File: src/system_clock_control_regs.vh
`ifndef SYSTEM_CLOCK_CONTROL_REGS_VH
`define SYSTEM_CLOCK_CONTROL_REGS_VH

// ****************************************************************
// register byte offsets
// ****************************************************************
`define MGMT_OFFSET     8'h00
`define EXF_OFFSET      8'h04
`define PCR_OFFSET      8'h08
`define TAC_OFFSET      8'h0c

// ****************************************************************
// field positions
// ****************************************************************
`define MGMT_SEL_HI_BIT 7
`define MGMT_SEL_LO_BIT 6
`define MGMT_MEN_BIT    4
`define MGMT_FACT_BIT   3
`define EXF_RDY_BIT     4
`define EXF_RING_BIT    2
`define PCR_OFF_BIT     5
`define PCR_OFE_BIT     4

// ****************************************************************
// clock select codes and reset values
// ****************************************************************
`define SEL_MULT        2'h0
`define SEL_RSVD        2'h1
`define SEL_DIV4        2'h2
`define SEL_SLOW        2'h3
`define SEL_RESET       2'h2

// ****************************************************************
// timed access keys
// ****************************************************************
`define TA_KEY1         8'haa
`define TA_KEY2         8'h55

// ****************************************************************
// timing counts
// ****************************************************************
`define LOCK_OSC_TICKS  65536
`define SLOW_DIV_LAST   8'hff
`define MCYC_LAST       2'h3
`define PERIOD_MAX      16'hffff

`endif

File: src/system_clock_control.v
// Behaviour
// system clock muxed: osc, osc/256, multiplied
// machine cycle tick is system tick divided four
// system tick drives timers and peripherals
// select 00 uses multiplier, factor picks 2x/4x
// select codes: 00 mult, 01 reserved, 10, 11
// new select applies at next machine tick
// software passes every change through divide-by-4
// illegal select transitions rejected, bits unchanged
// engage only from divide-by-4, ring inactive, ordered
// software: clear enable, factor, enable, poll, 00
// ready flag after 65536 oscillator ticks
// multiplier engaged machine cycle after 00 write
// leaving multiplier needs only a select write
// other accesses between sequence steps are harmless
// enabled fail detect holds cpu reset when slow
// fail-detect enable written only by timed access
// fail flag set on failure, cleared power-fail/software
// no fail detection while in stop mode
// timed access: aa then 55 just before write
// clearing enable stops multiplier, clears ready flag
//
// The APB interface to the registers and the address map were decided locally.
`timescale 1ns/1ps
`include "system_clock_control_regs.vh"
module system_clock_control #(
  parameter LOCK_TICKS = `LOCK_OSC_TICKS
) (
  input  wire        CLOCK_I,
  input  wire        RST_I,
  input  wire        PSEL_I,
  input  wire        PENABLE_I,
  input  wire        PWRITE_I,
  input  wire [7:0]  PADDR_I,
  input  wire [31:0] PWDATA_I,
  input  wire        OSC_TICK_I,
  input  wire        RING_OSC_ACTIVE_I,
  input  wire        STOP_MODE_I,
  input  wire        OSC_LOW_I,
  input  wire        PWR_FAIL_RST_I,
  output reg  [31:0] PRDATA_O,
  output reg         PREADY_O,
  output reg         PSLVERR_O,
  output reg         SYS_TICK_O,
  output reg         MACH_TICK_O,
  output reg         CPU_RESET_O
);

  // ****************************************************************
  // state
  // ****************************************************************
  localparam [1:0] SEQ_IDLE    = 2'h0;
  localparam [1:0] SEQ_CLEARED = 2'h1;
  localparam [1:0] SEQ_FACTOR  = 2'h2;
  localparam [1:0] SEQ_ARMED   = 2'h3;
  localparam [1:0] TA_IDLE     = 2'h0;
  localparam [1:0] TA_HALF     = 2'h1;
  localparam [1:0] TA_OPEN     = 2'h2;

  reg  [1:0]  active_sel;
  reg  [1:0]  pend_sel;
  reg         pend_valid;
  reg         mult_factor_sel;
  reg         mult_enable;
  reg         mult_ready_flag;
  reg  [1:0]  seq;
  reg  [31:0] lock_cnt;
  reg         osc_fail_enable;
  reg         osc_fail_flag;
  reg  [1:0]  ta_state;
  reg  [7:0]  div_cnt;
  reg  [15:0] per_cnt;
  reg  [15:0] period;
  reg  [15:0] frac_cnt;
  reg  [1:0]  phase;
  reg  [1:0]  mcyc_cnt;

  reg  [7:0]  next_div;
  reg  [15:0] next_frac;
  reg  [1:0]  next_phase;
  reg  [1:0]  next_mcyc;
  reg         next_sys;
  reg         next_mach;
  reg         slow_tick;
  reg         mult_tick;
  reg  [15:0] step;
  reg  [31:0] next_rdata;

  // ****************************************************************
  // decode
  // ****************************************************************
  function sel_allowed;
    input [1:0] cur;
    input [1:0] req;
    input       armed;
    begin
      if (req == cur) begin
        sel_allowed = 1'b1;
      end else if (req == `SEL_RSVD) begin
        sel_allowed = 1'b0;
      end else if (cur == `SEL_DIV4) begin
        sel_allowed = (req == `SEL_MULT) ? armed : 1'b1;
      end else begin
        sel_allowed = (req == `SEL_DIV4);
      end
    end
  endfunction

  wire        setup    = PSEL_I & ~PENABLE_I;
  wire        access   = PSEL_I & PENABLE_I & PREADY_O;
  wire        wr       = access & PWRITE_I;
  wire        wr_mgmt  = wr & (PADDR_I == `MGMT_OFFSET);
  wire        wr_pcr   = wr & (PADDR_I == `PCR_OFFSET);
  wire        wr_tac   = wr & (PADDR_I == `TAC_OFFSET);
  wire        mapped   = (PADDR_I == `MGMT_OFFSET) | (PADDR_I == `EXF_OFFSET) |
                         (PADDR_I == `PCR_OFFSET) | (PADDR_I == `TAC_OFFSET);
  wire [1:0]  cur_sel  = pend_valid ? pend_sel : active_sel;
  wire [1:0]  req_sel  = {PWDATA_I[`MGMT_SEL_HI_BIT], PWDATA_I[`MGMT_SEL_LO_BIT]};
  wire        seq_ok   = (cur_sel == `SEL_DIV4) & ~RING_OSC_ACTIVE_I;
  wire        armed    = (seq == SEQ_ARMED) & mult_enable & mult_ready_flag & seq_ok;
  wire        mult_use = (active_sel == `SEL_MULT) | (cur_sel == `SEL_MULT);
  wire        w_en     = PWDATA_I[`MGMT_MEN_BIT];
  wire        w_fact   = PWDATA_I[`MGMT_FACT_BIT];
  wire        fail_now = osc_fail_enable & OSC_LOW_I & ~STOP_MODE_I;

  // ****************************************************************
  // apb slave
  // ****************************************************************
  always @* begin
    next_rdata = 32'h0;
    case (PADDR_I)
      `MGMT_OFFSET: begin
        next_rdata[`MGMT_SEL_HI_BIT] = cur_sel[1];
        next_rdata[`MGMT_SEL_LO_BIT] = cur_sel[0];
        next_rdata[`MGMT_MEN_BIT]    = mult_enable;
        next_rdata[`MGMT_FACT_BIT]   = mult_factor_sel;
      end
      `EXF_OFFSET: begin
        next_rdata[`EXF_RDY_BIT]  = mult_ready_flag;
        next_rdata[`EXF_RING_BIT] = RING_OSC_ACTIVE_I;
      end
      `PCR_OFFSET: begin
        next_rdata[`PCR_OFF_BIT] = osc_fail_flag;
        next_rdata[`PCR_OFE_BIT] = osc_fail_enable;
      end
      default: begin
        next_rdata = 32'h0;
      end
    endcase
  end

  // no wait states: data and ready are registered in the setup cycle
  always @(posedge CLOCK_I) begin
    if (RST_I) begin
      PRDATA_O  <= 32'h0;
      PREADY_O  <= 1'b0;
      PSLVERR_O <= 1'b0;
    end else begin
      PREADY_O  <= setup;
      PSLVERR_O <= setup & ~mapped;
      if (setup & ~PWRITE_I) begin
        PRDATA_O <= next_rdata;
      end
    end
  end

  // ****************************************************************
  // clock select
  // ****************************************************************
  always @(posedge CLOCK_I) begin
    if (RST_I) begin
      active_sel <= `SEL_RESET;
      pend_sel   <= `SEL_RESET;
      pend_valid <= 1'b0;
    end else if (wr_mgmt && (req_sel != cur_sel) && sel_allowed(cur_sel, req_sel, armed)) begin
      // a rejected request leaves both copies untouched
      pend_sel   <= req_sel;
      pend_valid <= 1'b1;
    end else if (MACH_TICK_O && pend_valid) begin
      active_sel <= pend_sel;
      pend_valid <= 1'b0;
    end
  end

  // ****************************************************************
  // multiplier engagement sequence
  // ****************************************************************
  always @(posedge CLOCK_I) begin
    if (RST_I) begin
      mult_factor_sel <= 1'b0;
      mult_enable     <= 1'b0;
      seq             <= SEQ_IDLE;
    end else if (wr_mgmt && !mult_use) begin
      // enable and factor are frozen while the multiplier clocks the core
      if (!w_en) begin
        mult_enable <= 1'b0;
        if (seq == SEQ_CLEARED || seq == SEQ_FACTOR) begin
          mult_factor_sel <= w_fact;
          seq             <= seq_ok ? SEQ_FACTOR : SEQ_IDLE;
        end else begin
          seq <= seq_ok ? SEQ_CLEARED : SEQ_IDLE;
        end
      end else begin
        mult_enable <= 1'b1;
        if (seq == SEQ_FACTOR && seq_ok) begin
          seq <= SEQ_ARMED;
        end else if (!mult_enable) begin
          seq <= SEQ_IDLE;
        end
      end
    end
  end

  // lock counts oscillator ticks, not core clocks
  always @(posedge CLOCK_I) begin
    if (RST_I || !mult_enable) begin
      lock_cnt        <= 32'h0;
      mult_ready_flag <= 1'b0;
    end else if (OSC_TICK_I && !mult_ready_flag) begin
      lock_cnt <= lock_cnt + 32'h1;
      if (lock_cnt == LOCK_TICKS - 1) begin
        mult_ready_flag <= 1'b1;
      end
    end
  end

  // ****************************************************************
  // tick generation
  // ****************************************************************
  always @* begin
    next_div  = div_cnt;
    slow_tick = 1'b0;
    if (OSC_TICK_I) begin
      next_div  = div_cnt + 8'h1;
      slow_tick = (div_cnt == `SLOW_DIV_LAST);
    end
    step       = mult_factor_sel ? {2'h0, period[15:2]} : {1'h0, period[15:1]};
    mult_tick  = 1'b0;
    next_frac  = frac_cnt + 16'h1;
    next_phase = phase;
    if (OSC_TICK_I) begin
      mult_tick  = 1'b1;
      next_frac  = 16'h0;
      next_phase = 2'h0;
    end else if (mult_enable && (step != 16'h0) && (next_frac >= step) &&
                 (phase != (mult_factor_sel ? 2'h3 : 2'h1))) begin
      // extra ticks between oscillator edges; limited so none lands on an edge
      mult_tick  = 1'b1;
      next_frac  = 16'h0;
      next_phase = phase + 2'h1;
    end
    case (active_sel)
      `SEL_MULT: next_sys = mult_tick;
      `SEL_SLOW: next_sys = slow_tick;
      `SEL_DIV4: next_sys = OSC_TICK_I;
      default:   next_sys = OSC_TICK_I;
    endcase
    next_mcyc = next_sys ? mcyc_cnt + 2'h1 : mcyc_cnt;
    next_mach = next_sys && (mcyc_cnt == `MCYC_LAST);
  end

  always @(posedge CLOCK_I) begin
    if (RST_I) begin
      div_cnt     <= 8'h0;
      per_cnt     <= 16'h0;
      period      <= 16'h0;
      frac_cnt    <= 16'h0;
      phase       <= 2'h0;
      mcyc_cnt    <= 2'h0;
      SYS_TICK_O  <= 1'b0;
      MACH_TICK_O <= 1'b0;
    end else begin
      div_cnt  <= next_div;
      frac_cnt <= next_frac;
      phase    <= next_phase;
      mcyc_cnt <= next_mcyc;
      if (OSC_TICK_I) begin
        period  <= per_cnt + 16'h1;
        per_cnt <= 16'h0;
      end else if (per_cnt != `PERIOD_MAX) begin
        per_cnt <= per_cnt + 16'h1;
      end
      SYS_TICK_O  <= next_sys;
      MACH_TICK_O <= next_mach;
    end
  end

  // ****************************************************************
  // timed access and oscillator-fail detect
  // ****************************************************************
  always @(posedge CLOCK_I) begin
    if (RST_I) begin
      ta_state <= TA_IDLE;
    end else if (wr) begin
      // any other write in between closes the window
      if (wr_tac && PWDATA_I[7:0] == `TA_KEY1) begin
        ta_state <= TA_HALF;
      end else if (wr_tac && PWDATA_I[7:0] == `TA_KEY2 && ta_state == TA_HALF) begin
        ta_state <= TA_OPEN;
      end else begin
        ta_state <= TA_IDLE;
      end
    end
  end

  always @(posedge CLOCK_I) begin
    if (RST_I) begin
      osc_fail_enable <= 1'b0;
      osc_fail_flag   <= 1'b0;
      CPU_RESET_O     <= 1'b0;
    end else begin
      if (wr_pcr && ta_state == TA_OPEN) begin
        osc_fail_enable <= PWDATA_I[`PCR_OFE_BIT];
      end
      // a failure in the clearing cycle wins over the clear
      if (fail_now) begin
        osc_fail_flag <= 1'b1;
      end else if (PWR_FAIL_RST_I) begin
        osc_fail_flag <= 1'b0;
      end else if (wr_pcr && !PWDATA_I[`PCR_OFF_BIT]) begin
        osc_fail_flag <= 1'b0;
      end
      CPU_RESET_O <= fail_now;
    end
  end

endmodule // system_clock_control

File: config.mk
export PLATFORM = sky130hd
export DESIGN_NAME = system_clock_control
export DESIGN_NICKNAME = d
export VERILOG_FILES = /design/src/system_clock_control.v
export VERILOG_INCLUDE_DIRS = /design/src /design/src/src
export SDC_FILE = /design/constraint.sdc
export NUM_CORES = 1
export LEC_CHECK = 0
export BUFFER_PORTS_ARGS = -buffer_cell sky130_fd_sc_hd__buf_4
export CORE_AREA = 2 2 116 129
export CTS_CLUSTER_DIAMETER = 120
export DETAILED_ROUTE_END_ITERATION = 8
export DIE_AREA = 0 0 118 131
export PLACE_DENSITY_LB_ADDON = 0.25
export SLEW_MARGIN = 20
export SYNTH_ARGS = -nofsm -noshare
export SYNTH_HDL_FRONTEND = slang
export SYNTH_SLANG_ARGS = --single-unit
File: constraint.sdc
create_clock -name CLOCK_I -period 5 [get_ports CLOCK_I]
set_input_delay 0.5 -clock CLOCK_I [delete_from_list [all_inputs] [get_ports CLOCK_I]]
set_output_delay 0.5 -clock CLOCK_I [all_outputs]
set_load 0.01 [all_outputs]
Yosys cells after proc, flatten, opt, wreduce, memory -nomap -nowiden
Index checks and enable logic that the tools add are counted.
- bits in registers: 117
- word-level logic and storage cells: 143
- $add $sub $neg: 6
- $lt $le $gt $ge: 1
- equal/unequal tests: 22
- multiplexer cells: 31
- bitwise operators: 26
- reductions and logical operators: 34
- operators with widths (cell ; number):
    16-bit by 1-bit adder with 16-bit output, second input constant ; 2
    32-bit by 1-bit adder with 32-bit output, second input constant ; 1
    32-bit by 16-bit equality test with 1-bit output, second input constant ; 1
    2-bit 2-to-1 mux ; 10
    1-bit 2-to-1 mux ; 18
    8-bit by 4-bit equality test with 1-bit output, second input constant ; 2
    8-bit equality test, second input constant ; 2
    16-bit by 15-bit greater-or-equal comparator with 1-bit output ; 1
    16-bit != test, second input constant ; 1
    16-bit nonzero test ; 1
    1-bit bitwise AND ; 15
    1-bit logical AND ; 15
    15-bit 2-to-1 mux ; 1
    2-bit equality test, second input constant ; 7
    8-bit by 1-bit adder with 8-bit output, second input constant ; 1
    8-bit by 3-bit equality test with 1-bit output, second input constant ; 1
    8-bit by 7-bit equality test with 1-bit output, second input constant ; 1
    8-bit zero test ; 1
    1-bit NOT ; 7
    2-bit by 1-bit equality test with 1-bit output, second input constant ; 3
    2-bit zero test ; 3
    2-bit AND reduction ; 3
    2-bit by 1-bit adder with 2-bit output, second input constant ; 2
    1-bit zero test ; 4
    12 further kinds ; 17

Logic depth before layout (Yosys ltp)
Gate-level depths: netlist of run 1.
- word-level depth: 12
- gate-level depth with buffers: 14
- depth with buffers taken out: 13

Worst setup path after synthesis of run 1
Ideal clock, no wire load.
- path type: register to register
- from: register mult_factor_sel
- to: register mcyc_cnt[0]
- setup time: 121 ps
- arrival: 2792 ps
- path slack: 2088 ps
- stages on the path, launching flop included: 11
- path buffers: 2
- period minus slack after synthesis: 2912 ps
- path through: dfxtp_1 buf_2 buf_1 mux2i_1 ha_1 a211oi_1 nand2_1 a31oi_1 o211ai_1 o211ai_1 mux2_2
- longest elaborated chain between the ends: 8
- ends and longest elaborated chain (what ; RTL line ; RTL):
    from (decl) ; system_clock_control.v:63 ; reg mult_factor_sel;
    from (signal assigned) ; system_clock_control.v:198 ; mult_factor_sel <= w_fact;
    branches (longest 4 deep; another with 16-bit by 15-bit greater-or-equal comparator with 1-bit output) ; - ;
    1-bit logical AND * ; system_clock_control.v:245 ; end else if (mult_enable && (step != 16'h0) && (next_frac >= step) &&
    1-bit 2-to-1 mux * ; system_clock_control.v:245 ;
    1-bit 2-to-1 mux * ; system_clock_control.v:241 ; if (OSC_TICK_I) begin
    1-bit case mux with 2 select lines * ; system_clock_control.v:252 ; case (active_sel)
    to (signal assigned) ; system_clock_control.v:276 ; mcyc_cnt <= next_mcyc;
    to (decl) ; system_clock_control.v:76 ; reg [1:0] mcyc_cnt;
Mark *: on every way between the ends.
A chain may end at the register's enable or synchronous reset.

Final worst setup path of run 1
Same ends and word-level chain as after synthesis.

==> results of run 1 <==
[final cells by class]
cell class	instances	area, µm²	share of cell area, %
multi-input combinational	509	3250	48.3
clock buffer	22	454	6.76
sequential	116	2320	34.5
clock inverter	10	131	1.95
timing repair buffer	37	278	4.13
tap	192	240	3.57
inverter	13	48.8	0.726
[through the flow]
step / instances / total power [µW]
floorplan: 687 / 1050
detailed placement: 867 / 1070
global route: 899 / 2340
CTS: 899 / 2280
global placement: 867 / 1060
finish: 899 / 2240
[cell usage in the layout (no fill, tap or decap), types with 3 or more instances in the layout]
| cell type | synthesis | routed |
|---|---|---|
| sky130_fd_sc_hd__dfxtp_1 | 116 | 116 |
| sky130_fd_sc_hd__nor2_1 | 97 | 97 |
| sky130_fd_sc_hd__nand2_1 | 43 | 43 |
| sky130_fd_sc_hd__buf_4 | 26 | 37 |
| sky130_fd_sc_hd__xor2_1 | 36 | 36 |
| sky130_fd_sc_hd__nand3_1 | 30 | 30 |
| sky130_fd_sc_hd__a21oi_1 | 30 | 30 |
| sky130_fd_sc_hd__xnor2_1 | 28 | 28 |
| sky130_fd_sc_hd__mux2i_1 | 27 | 27 |
| sky130_fd_sc_hd__conb_1 | 1 | 26 |
| sky130_fd_sc_hd__ha_1 | 24 | 24 |
| sky130_fd_sc_hd__nand4_1 | 19 | 19 |
| sky130_fd_sc_hd__clkbuf_16 | 0 | 17 |
| sky130_fd_sc_hd__a211oi_1 | 16 | 16 |
| sky130_fd_sc_hd__nor4_1 | 16 | 16 |
| sky130_fd_sc_hd__nor2b_1 | 16 | 16 |
| sky130_fd_sc_hd__and3_1 | 15 | 15 |
| sky130_fd_sc_hd__inv_1 | 13 | 13 |
| sky130_fd_sc_hd__nor3_1 | 10 | 10 |
| sky130_fd_sc_hd__o21ai_0 | 9 | 9 |
| sky130_fd_sc_hd__and4_1 | 8 | 8 |
| sky130_fd_sc_hd__or3_1 | 6 | 6 |
| sky130_fd_sc_hd__clkinv_2 | 0 | 5 |
| sky130_fd_sc_hd__nand2b_1 | 4 | 4 |
| sky130_fd_sc_hd__nor3b_1 | 4 | 4 |
| sky130_fd_sc_hd__a22oi_1 | 4 | 4 |
| sky130_fd_sc_hd__clkbuf_1 | 14 | 4 |
| sky130_fd_sc_hd__a21o_1 | 3 | 3 |
| sky130_fd_sc_hd__o21a_1 | 3 | 3 |
| sky130_fd_sc_hd__o211ai_1 | 3 | 3 |
| sky130_fd_sc_hd__a31o_2 | 3 | 3 |
| sky130_fd_sc_hd__bufinv_16 | 0 | 3 |
[logic make-up (layout without fill, tap and decap cells)]
group / after synthesis / in the layout / synth area share [%]
adder cells (fa/ha/maj): 24 / 24 / 5.13
buffers and inverters: 62 / 82 / 6.46
AO/OA/AOI/OAI: 81 / 81 / 9.00
XOR/XNOR: 64 / 64 / 9.58
AND/OR/NAND/NOR: 285 / 285 / 25.1
flip-flops: 116 / 116 / 39.7
other: 1 / 26 / 0.0641
multiplexers: 29 / 29 / 5.00
[worst register-to-register path, stage by stage, from the launching register on]
cell and delay (ps):
sky130_fd_sc_hd__dfxtp_1 790, sky130_fd_sc_hd__buf_4 320, sky130_fd_sc_hd__mux2_2 360, sky130_fd_sc_hd__ha_1 260, sky130_fd_sc_hd__nand2b_1 140, sky130_fd_sc_hd__a21o_1 170, sky130_fd_sc_hd__a31oi_1 150, sky130_fd_sc_hd__o211ai_1 200
sky130_fd_sc_hd__o211ai_1 450, sky130_fd_sc_hd__mux2_2 380
[per-layer routing]
metal  vias to the layer above  part of all wire, %
met4                         0                  1.8
met5                         -                    0
met1                      2136                   45
li1                       2346                    -
met3                        17                  3.5
met2                        75                   50
[registers in the layout (all words and copies together) (netlist names), 2 cells and up]
| name | cells |
|---|---|
| period | 15 |
| active_sel | 2 |
| frac_cnt | 16 |
| lock_cnt | 32 |
| mcyc_cnt | 2 |
| div_cnt | 8 |
| seq | 2 |
| phase | 2 |
| ta_state | 2 |
| pend_sel | 2 |
| PRDATA_O | 6 |
| per_cnt | 16 |
[worst max path at each step]
stage                                 startpoint                       end  slack [ps]  cells after the start
floorplan           mult_factor_sel$_SDFFE_PP0P_  mcyc_cnt[0]$_SDFFE_PP0P_        2090                     10
global placement    mult_factor_sel$_SDFFE_PP0P_  mcyc_cnt[0]$_SDFFE_PP0P_        1700                      9
detailed placement  mult_factor_sel$_SDFFE_PP0P_  mcyc_cnt[0]$_SDFFE_PP0P_        1640                      9
CTS                 mult_factor_sel$_SDFFE_PP0P_  mcyc_cnt[0]$_SDFFE_PP0P_        1620                      9
global route              frac_cnt[0]$_SDFF_PP0_  mcyc_cnt[0]$_SDFFE_PP0P_        1350                     13
finish              mult_factor_sel$_SDFFE_PP0P_  mcyc_cnt[0]$_SDFFE_PP0P_        1670                      9
[where the power goes]
part / switching, µW / internal, µW
registers: 11.3 / 938
logic: 58.2 / 40.9
clock network: 405 / 791
==> flow_metrics.tcl, run 1 <==
set metrics [dict create \
    finalInstanceArea_um2 6720 \
    grt_busiest_layer "met2" \
    synth_cells 662 \
    ys_types 57 \
    post_cts.repair.setup_buffers 0 \
    drt_iter0_drc 291 \
    post_synth_top_area_share_pct 39.7 \
    worstPathBufferInverterCount 1 \
    report.final.setup_viol 0 \
    power.density_nw_per_um2 334 \
    rr_worst_depth 9 \
    rows 46 \
    final_core_utilization_pct 47.3 \
    period_minus_slack_ps 3330 \
    start_of_the_worst_register_to_register_path "mult_factor_sel$_SDFFE_PP0P_" \
    slowest_delay_ps 790 \
    nNetsFinal 768 \
    synth_top_area_cell "sky130_fd_sc_hd__dfxtp_1" \
    wl_per_cell_um 13.0 \
    timing_worst_slew_pin_value_ps 1040 \
    routed-via-count 4574 \
    worst_hold_slack_ps 289 \
    p_leak_uw 0.00254 \
    design.portCount 87 \
    worst_setup_hold_path_clk_slew_ps 50 \
    timing.hold.worst.class "primary input to register" \
    r2r_slack_ps 1670 \
    synth_top_cells_by_area "sky130_fd_sc_hd__dfxtp_1 (40%), sky130_fd_sc_hd__nor2_1 (6.2%), sky130_fd_sc_hd__xor2_1 (5.4%), sky130_fd_sc_hd__ha_1 (5.1%), sky130_fd_sc_hd__mux2i_1 (4.6%)" \
    dieArea_um2 15500 \
    number_of_warnings_printed_during_yosys_synthesis 0 \
    die_width_um 118 \
    cts_made_buffers 17 \
    final_worst_path_cycle_share_pct 66.7 \
    worst_path_max_delay_cell "sky130_fd_sc_hd__dfxtp_1" \
    yosys.cell_count.top_type "sky130_fd_sc_hd__dfxtp_1" \
    proportion_of_layout_cells_with_a_drive_suffix_above_1_pct 11.0 \
    die_height_um 131 \
    ys.flop_type "sky130_fd_sc_hd__dfxtp_1" \
    dpl_worst_slack_ps 1640 \
    clockBufferDepth 2 \
    post_cts_resize_count 0 \
    final-max-slew-violation-count 0 \
    worst_r2r_endpoint "mcyc_cnt[0]$_SDFFE_PP0P_" \
    detail_route.drc_violations 0 \
    worst_ir_drop_vdd_mv 0.258 \
    routed_wirelength_um 11700 \
    grt_first_pass_wirelength_um 20300 \
    final_antenna_net_count 0 \
    syn2layout_area_growth_pct 14.8 \
    drt-vias-per-instance 5.09 \
    critPathTopFamily "compound AO/OA/AOI/OAI gates" \
    max_freq_mhz 300 \
    tns_ps 0 \
    cts_tree "built" \
    grt_antenna_before_repair 0 \
    gr-usage-met1_pct 17.6 \
    place.detailed.hpwl_um 8520 \
    final_ws_setup_ps 1670 \
    postSynthAreaPerCell_um2 8.84 \
    max_cap_violations 0 \
    clkLatencyLatePin_ps 420 \
    skew_ps 14.8 \
    ctsHoldBuffers 0 \
    synth_edf_count 0 \
    port-buffer-count 36 \
    cp_max_fo 13 \
    dr.pass1.iters 4 \
    holdCritStartpoint "STOP_MODE_I" \
    setup_repair_after_global_routing_missed_its_margin "no" \
    worstSetupPathType "register to register" \
    mappedNetlistArea_um2 5850 \
    grtUsageTotal_pct 16.3 \
    most_numerous_cell_types_in_the_synthesized_netlist "sky130_fd_sc_hd__dfxtp_1 (116), sky130_fd_sc_hd__nor2_1 (97), sky130_fd_sc_hd__nand2_1 (43), sky130_fd_sc_hd__xor2_1 (36)" \
    required_time_of_the_worst_setup_path_ps 5290 \
    endpoint_type_of_the_worst_setup_path "register" \
    finalHoldViolations 0 \
    hold_worst_path_end "CPU_RESET_O$_SDFF_PP0_" \
    worst_setup_path_start_kind "register" \
    clock-root-buffer "sky130_fd_sc_hd__clkbuf_16" \
    place_area_um2 6140 \
    nFillCells 1383 \
    crit_path_cell_trace "buf_4 -> mux2_2 -> ha_1 -> nand2b_1 -> a21o_1 -> a31oi_1 -> o211ai_1 -> o211ai_1 -> mux2_2" \
    antenna-diode-count 0 \
    cts_num_sinks 116 \
    core_area_um2 14200 \
    yosys_register_bits 116 \
    global_route.usage.met2_pct 29.4 \
    grt.overflow.total 0 \
    initial_core_util_pct 41.2 \
    async_reset_ff_share_pct 0 \
    arrival_time_at_the_worst_endpoint_ps 3630 \
    timing.hold.worst_path_depth 2 \
    status "completed" \
    max-slew-margin-rel_pct 30.4 \
    number_of_h_tree_levels 4 \
    maximum_number_of_pins_on_one_net_before_global_route_repair 52 \
    routabilityCongestion 0.771 \
    seq_area_frac_synth_pct 39.7 \
    vias_in_the_first_global_route 4441 \
    met3_use_gr_pct 5.16 \
]
Power figures use the tool's default switching activity.
==> run 2: changes to the inputs <==
clock period = 3.5 ns   (was 5 ns; I/O delays follow)
==> flow_metrics.tcl, run 2 (synthesized netlist as in run 1, its figures left out) <==
set metrics [dict create \
    required_time_of_the_worst_setup_path_ps 3780 \
    period_minus_slack_ps 3120 \
    final_ws_setup_ps 377 \
    final_antenna_net_count 0 \
    core_area_um2 14200 \
    vias_in_the_first_global_route 4311 \
    dr.pass1.iters 4 \
    arrival_time_at_the_worst_endpoint_ps 3410 \
    worst_setup_path_start_kind "register" \
    worst_ir_drop_vdd_mv 0.324 \
    die_width_um 118 \
    clkLatencyLatePin_ps 410 \
    port-buffer-count 36 \
    tns_ps 0 \
    design.portCount 87 \
    layout_common_cells "sky130_fd_sc_hd__dfxtp_1 (116), sky130_fd_sc_hd__nor2_1 (97), sky130_fd_sc_hd__nand2_1 (42), sky130_fd_sc_hd__buf_4 (40), sky130_fd_sc_hd__xor2_1 (36)" \
    maximum_number_of_pins_on_one_net_before_global_route_repair 52 \
    die_height_um 131 \
    setup_repair_after_global_routing_missed_its_margin "no" \
    dpl_worst_slack_ps 276 \
    detail_route.drc_violations 0 \
    final-max-slew-violation-count 0 \
    routed_wirelength_um 11600 \
    post_layout_nonfiller_instances 900 \
    worstSetupPathType "register to register" \
    r2r_slack_ps 380 \
    routabilityCongestion 0.749 \
    dpl.cell_count 867 \
    grt_first_pass_wirelength_um 19600 \
    timing.hold.worst.class "primary input to register" \
    timing_worst_slew_pin_value_ps 670 \
    final_common_cell "sky130_fd_sc_hd__dfxtp_1" \
    syn2layout_area_growth_pct 15.2 \
    clock-root-buffer "sky130_fd_sc_hd__clkbuf_16" \
    wl_per_cell_um 12.9 \
    drt_iter0_drc 187 \
    worst_hold_slack_ps 137 \
    skew_ps 6.29 \
    antenna-diode-count 0 \
    worst_setup_hold_path_clk_slew_ps 50 \
    grtUsageTotal_pct 15.7 \
    max-slew-margin-rel_pct 55.0 \
    finalHoldViolations 0 \
    final_worst_path_cycle_share_pct 89.2 \
    max_freq_mhz 320 \
    nNetsFinal 771 \
    grt.overflow.total 0 \
    initial_core_util_pct 41.2 \
    status "completed" \
    flip_flop_count_of_the_largest_register_all_copies_and_words_added 32 \
    top_regs "lock_cnt x32, frac_cnt x16, per_cnt x16" \
    report.final.setup_viol 0 \
    dieArea_um2 15500 \
    endpoint_type_of_the_worst_setup_path "register" \
    cts_made_buffers 17 \
    number_of_h_tree_levels 4 \
    drt-vias-per-instance 5.08 \
    cts_tree "built" \
    registers.top_by_ff_count "lock_cnt" \
    post_cts_resize_count 0 \
    place.detailed.hpwl_um 8440 \
    cts_num_sinks 116 \
    grt_antenna_before_repair 0 \
    max_cap_violations 0 \
    proportion_of_layout_cells_with_a_drive_suffix_above_1_pct 11.6 \
    clockBufferDepth 2 \
    cp_max_fo 15 \
    rows 46 \
    power.density_nw_per_um2 472 \
    routed-via-count 4570 \
    p_leak_uw 0.00256 \
]
[run 2: metrics by stage]
stage	total power [µW]	util, %	instance area, µm²
finish	3180	47.4	6740
detailed placement	1530	43.2	6140
floorplan	1500	-	5950
CTS	3220	47.3	6720
global route	3300	47.4	6740
global placement	1520	43.2	6140
[run 2: critical path, cell delays in order (launching register included)]
cell and delay (ps):
sky130_fd_sc_hd__dfxtp_1 400, sky130_fd_sc_hd__ha_1 210, sky130_fd_sc_hd__nand3_1 120, sky130_fd_sc_hd__nor2_1 230, sky130_fd_sc_hd__nand3_1 170, sky130_fd_sc_hd__nor2_1 150
sky130_fd_sc_hd__xor2_1 100, sky130_fd_sc_hd__ha_1 300, sky130_fd_sc_hd__nand3_1 120, sky130_fd_sc_hd__nor3_1 270, sky130_fd_sc_hd__o21ai_0 130, sky130_fd_sc_hd__o211ai_1 190
sky130_fd_sc_hd__buf_4 160, sky130_fd_sc_hd__a31o_2 350, sky130_fd_sc_hd__nor2b_1 90
[run 2: layout make-up]
| class | instances | area [µm²] |
|---|---|---|
| multi-input combinational | 509 | 3250 |
| tap | 192 | 240 |
| clock inverter | 3 | 40.0 |
| inverter | 13 | 48.8 |
| clock buffer | 27 | 543 |
| fill | 1329 | 7470 |
| sequential | 116 | 2320 |
| timing repair buffer | 40 | 300 |
[run 2: worst paths after layout]
| check | cells after the start | to | from |
|---|---|---|---|
| max reg2reg | 14 | frac_cnt[3]$_SDFF_PP0_ | frac_cnt[0]$_SDFF_PP0_ |
| min reg2reg | 2 | phase[1]$_SDFFE_PP0P_ | phase[1]$_SDFFE_PP0P_ |
| min | 2 | CPU_RESET_O$_SDFF_PP0_ | STOP_MODE_I |
| max | 14 | frac_cnt[3]$_SDFF_PP0_ | frac_cnt[0]$_SDFF_PP0_ |
[run 2: metal layers]
layer  up-vias  GRT usage [%]  routed length, µm
met5         -              0                  0
met4         0           6.52                201
met3        20           5.21                454
met2        77           27.8               5700
met1      2124           17.6               5240
li1       2349              -                  -
[run 2: report_power, final]
group	internal, µW	switching [µW]
clock	1120	564
sequential	1340	15.9
combinational	62.0	85.6
[run 2: what timing repair did]
| action | in CTS | in global routing |
|---|---|---|
| buffers inserted | 0 | 3 |
| endpoints found under the setup margin | 0 | 16 |
| hold buffers | 0 | 0 |
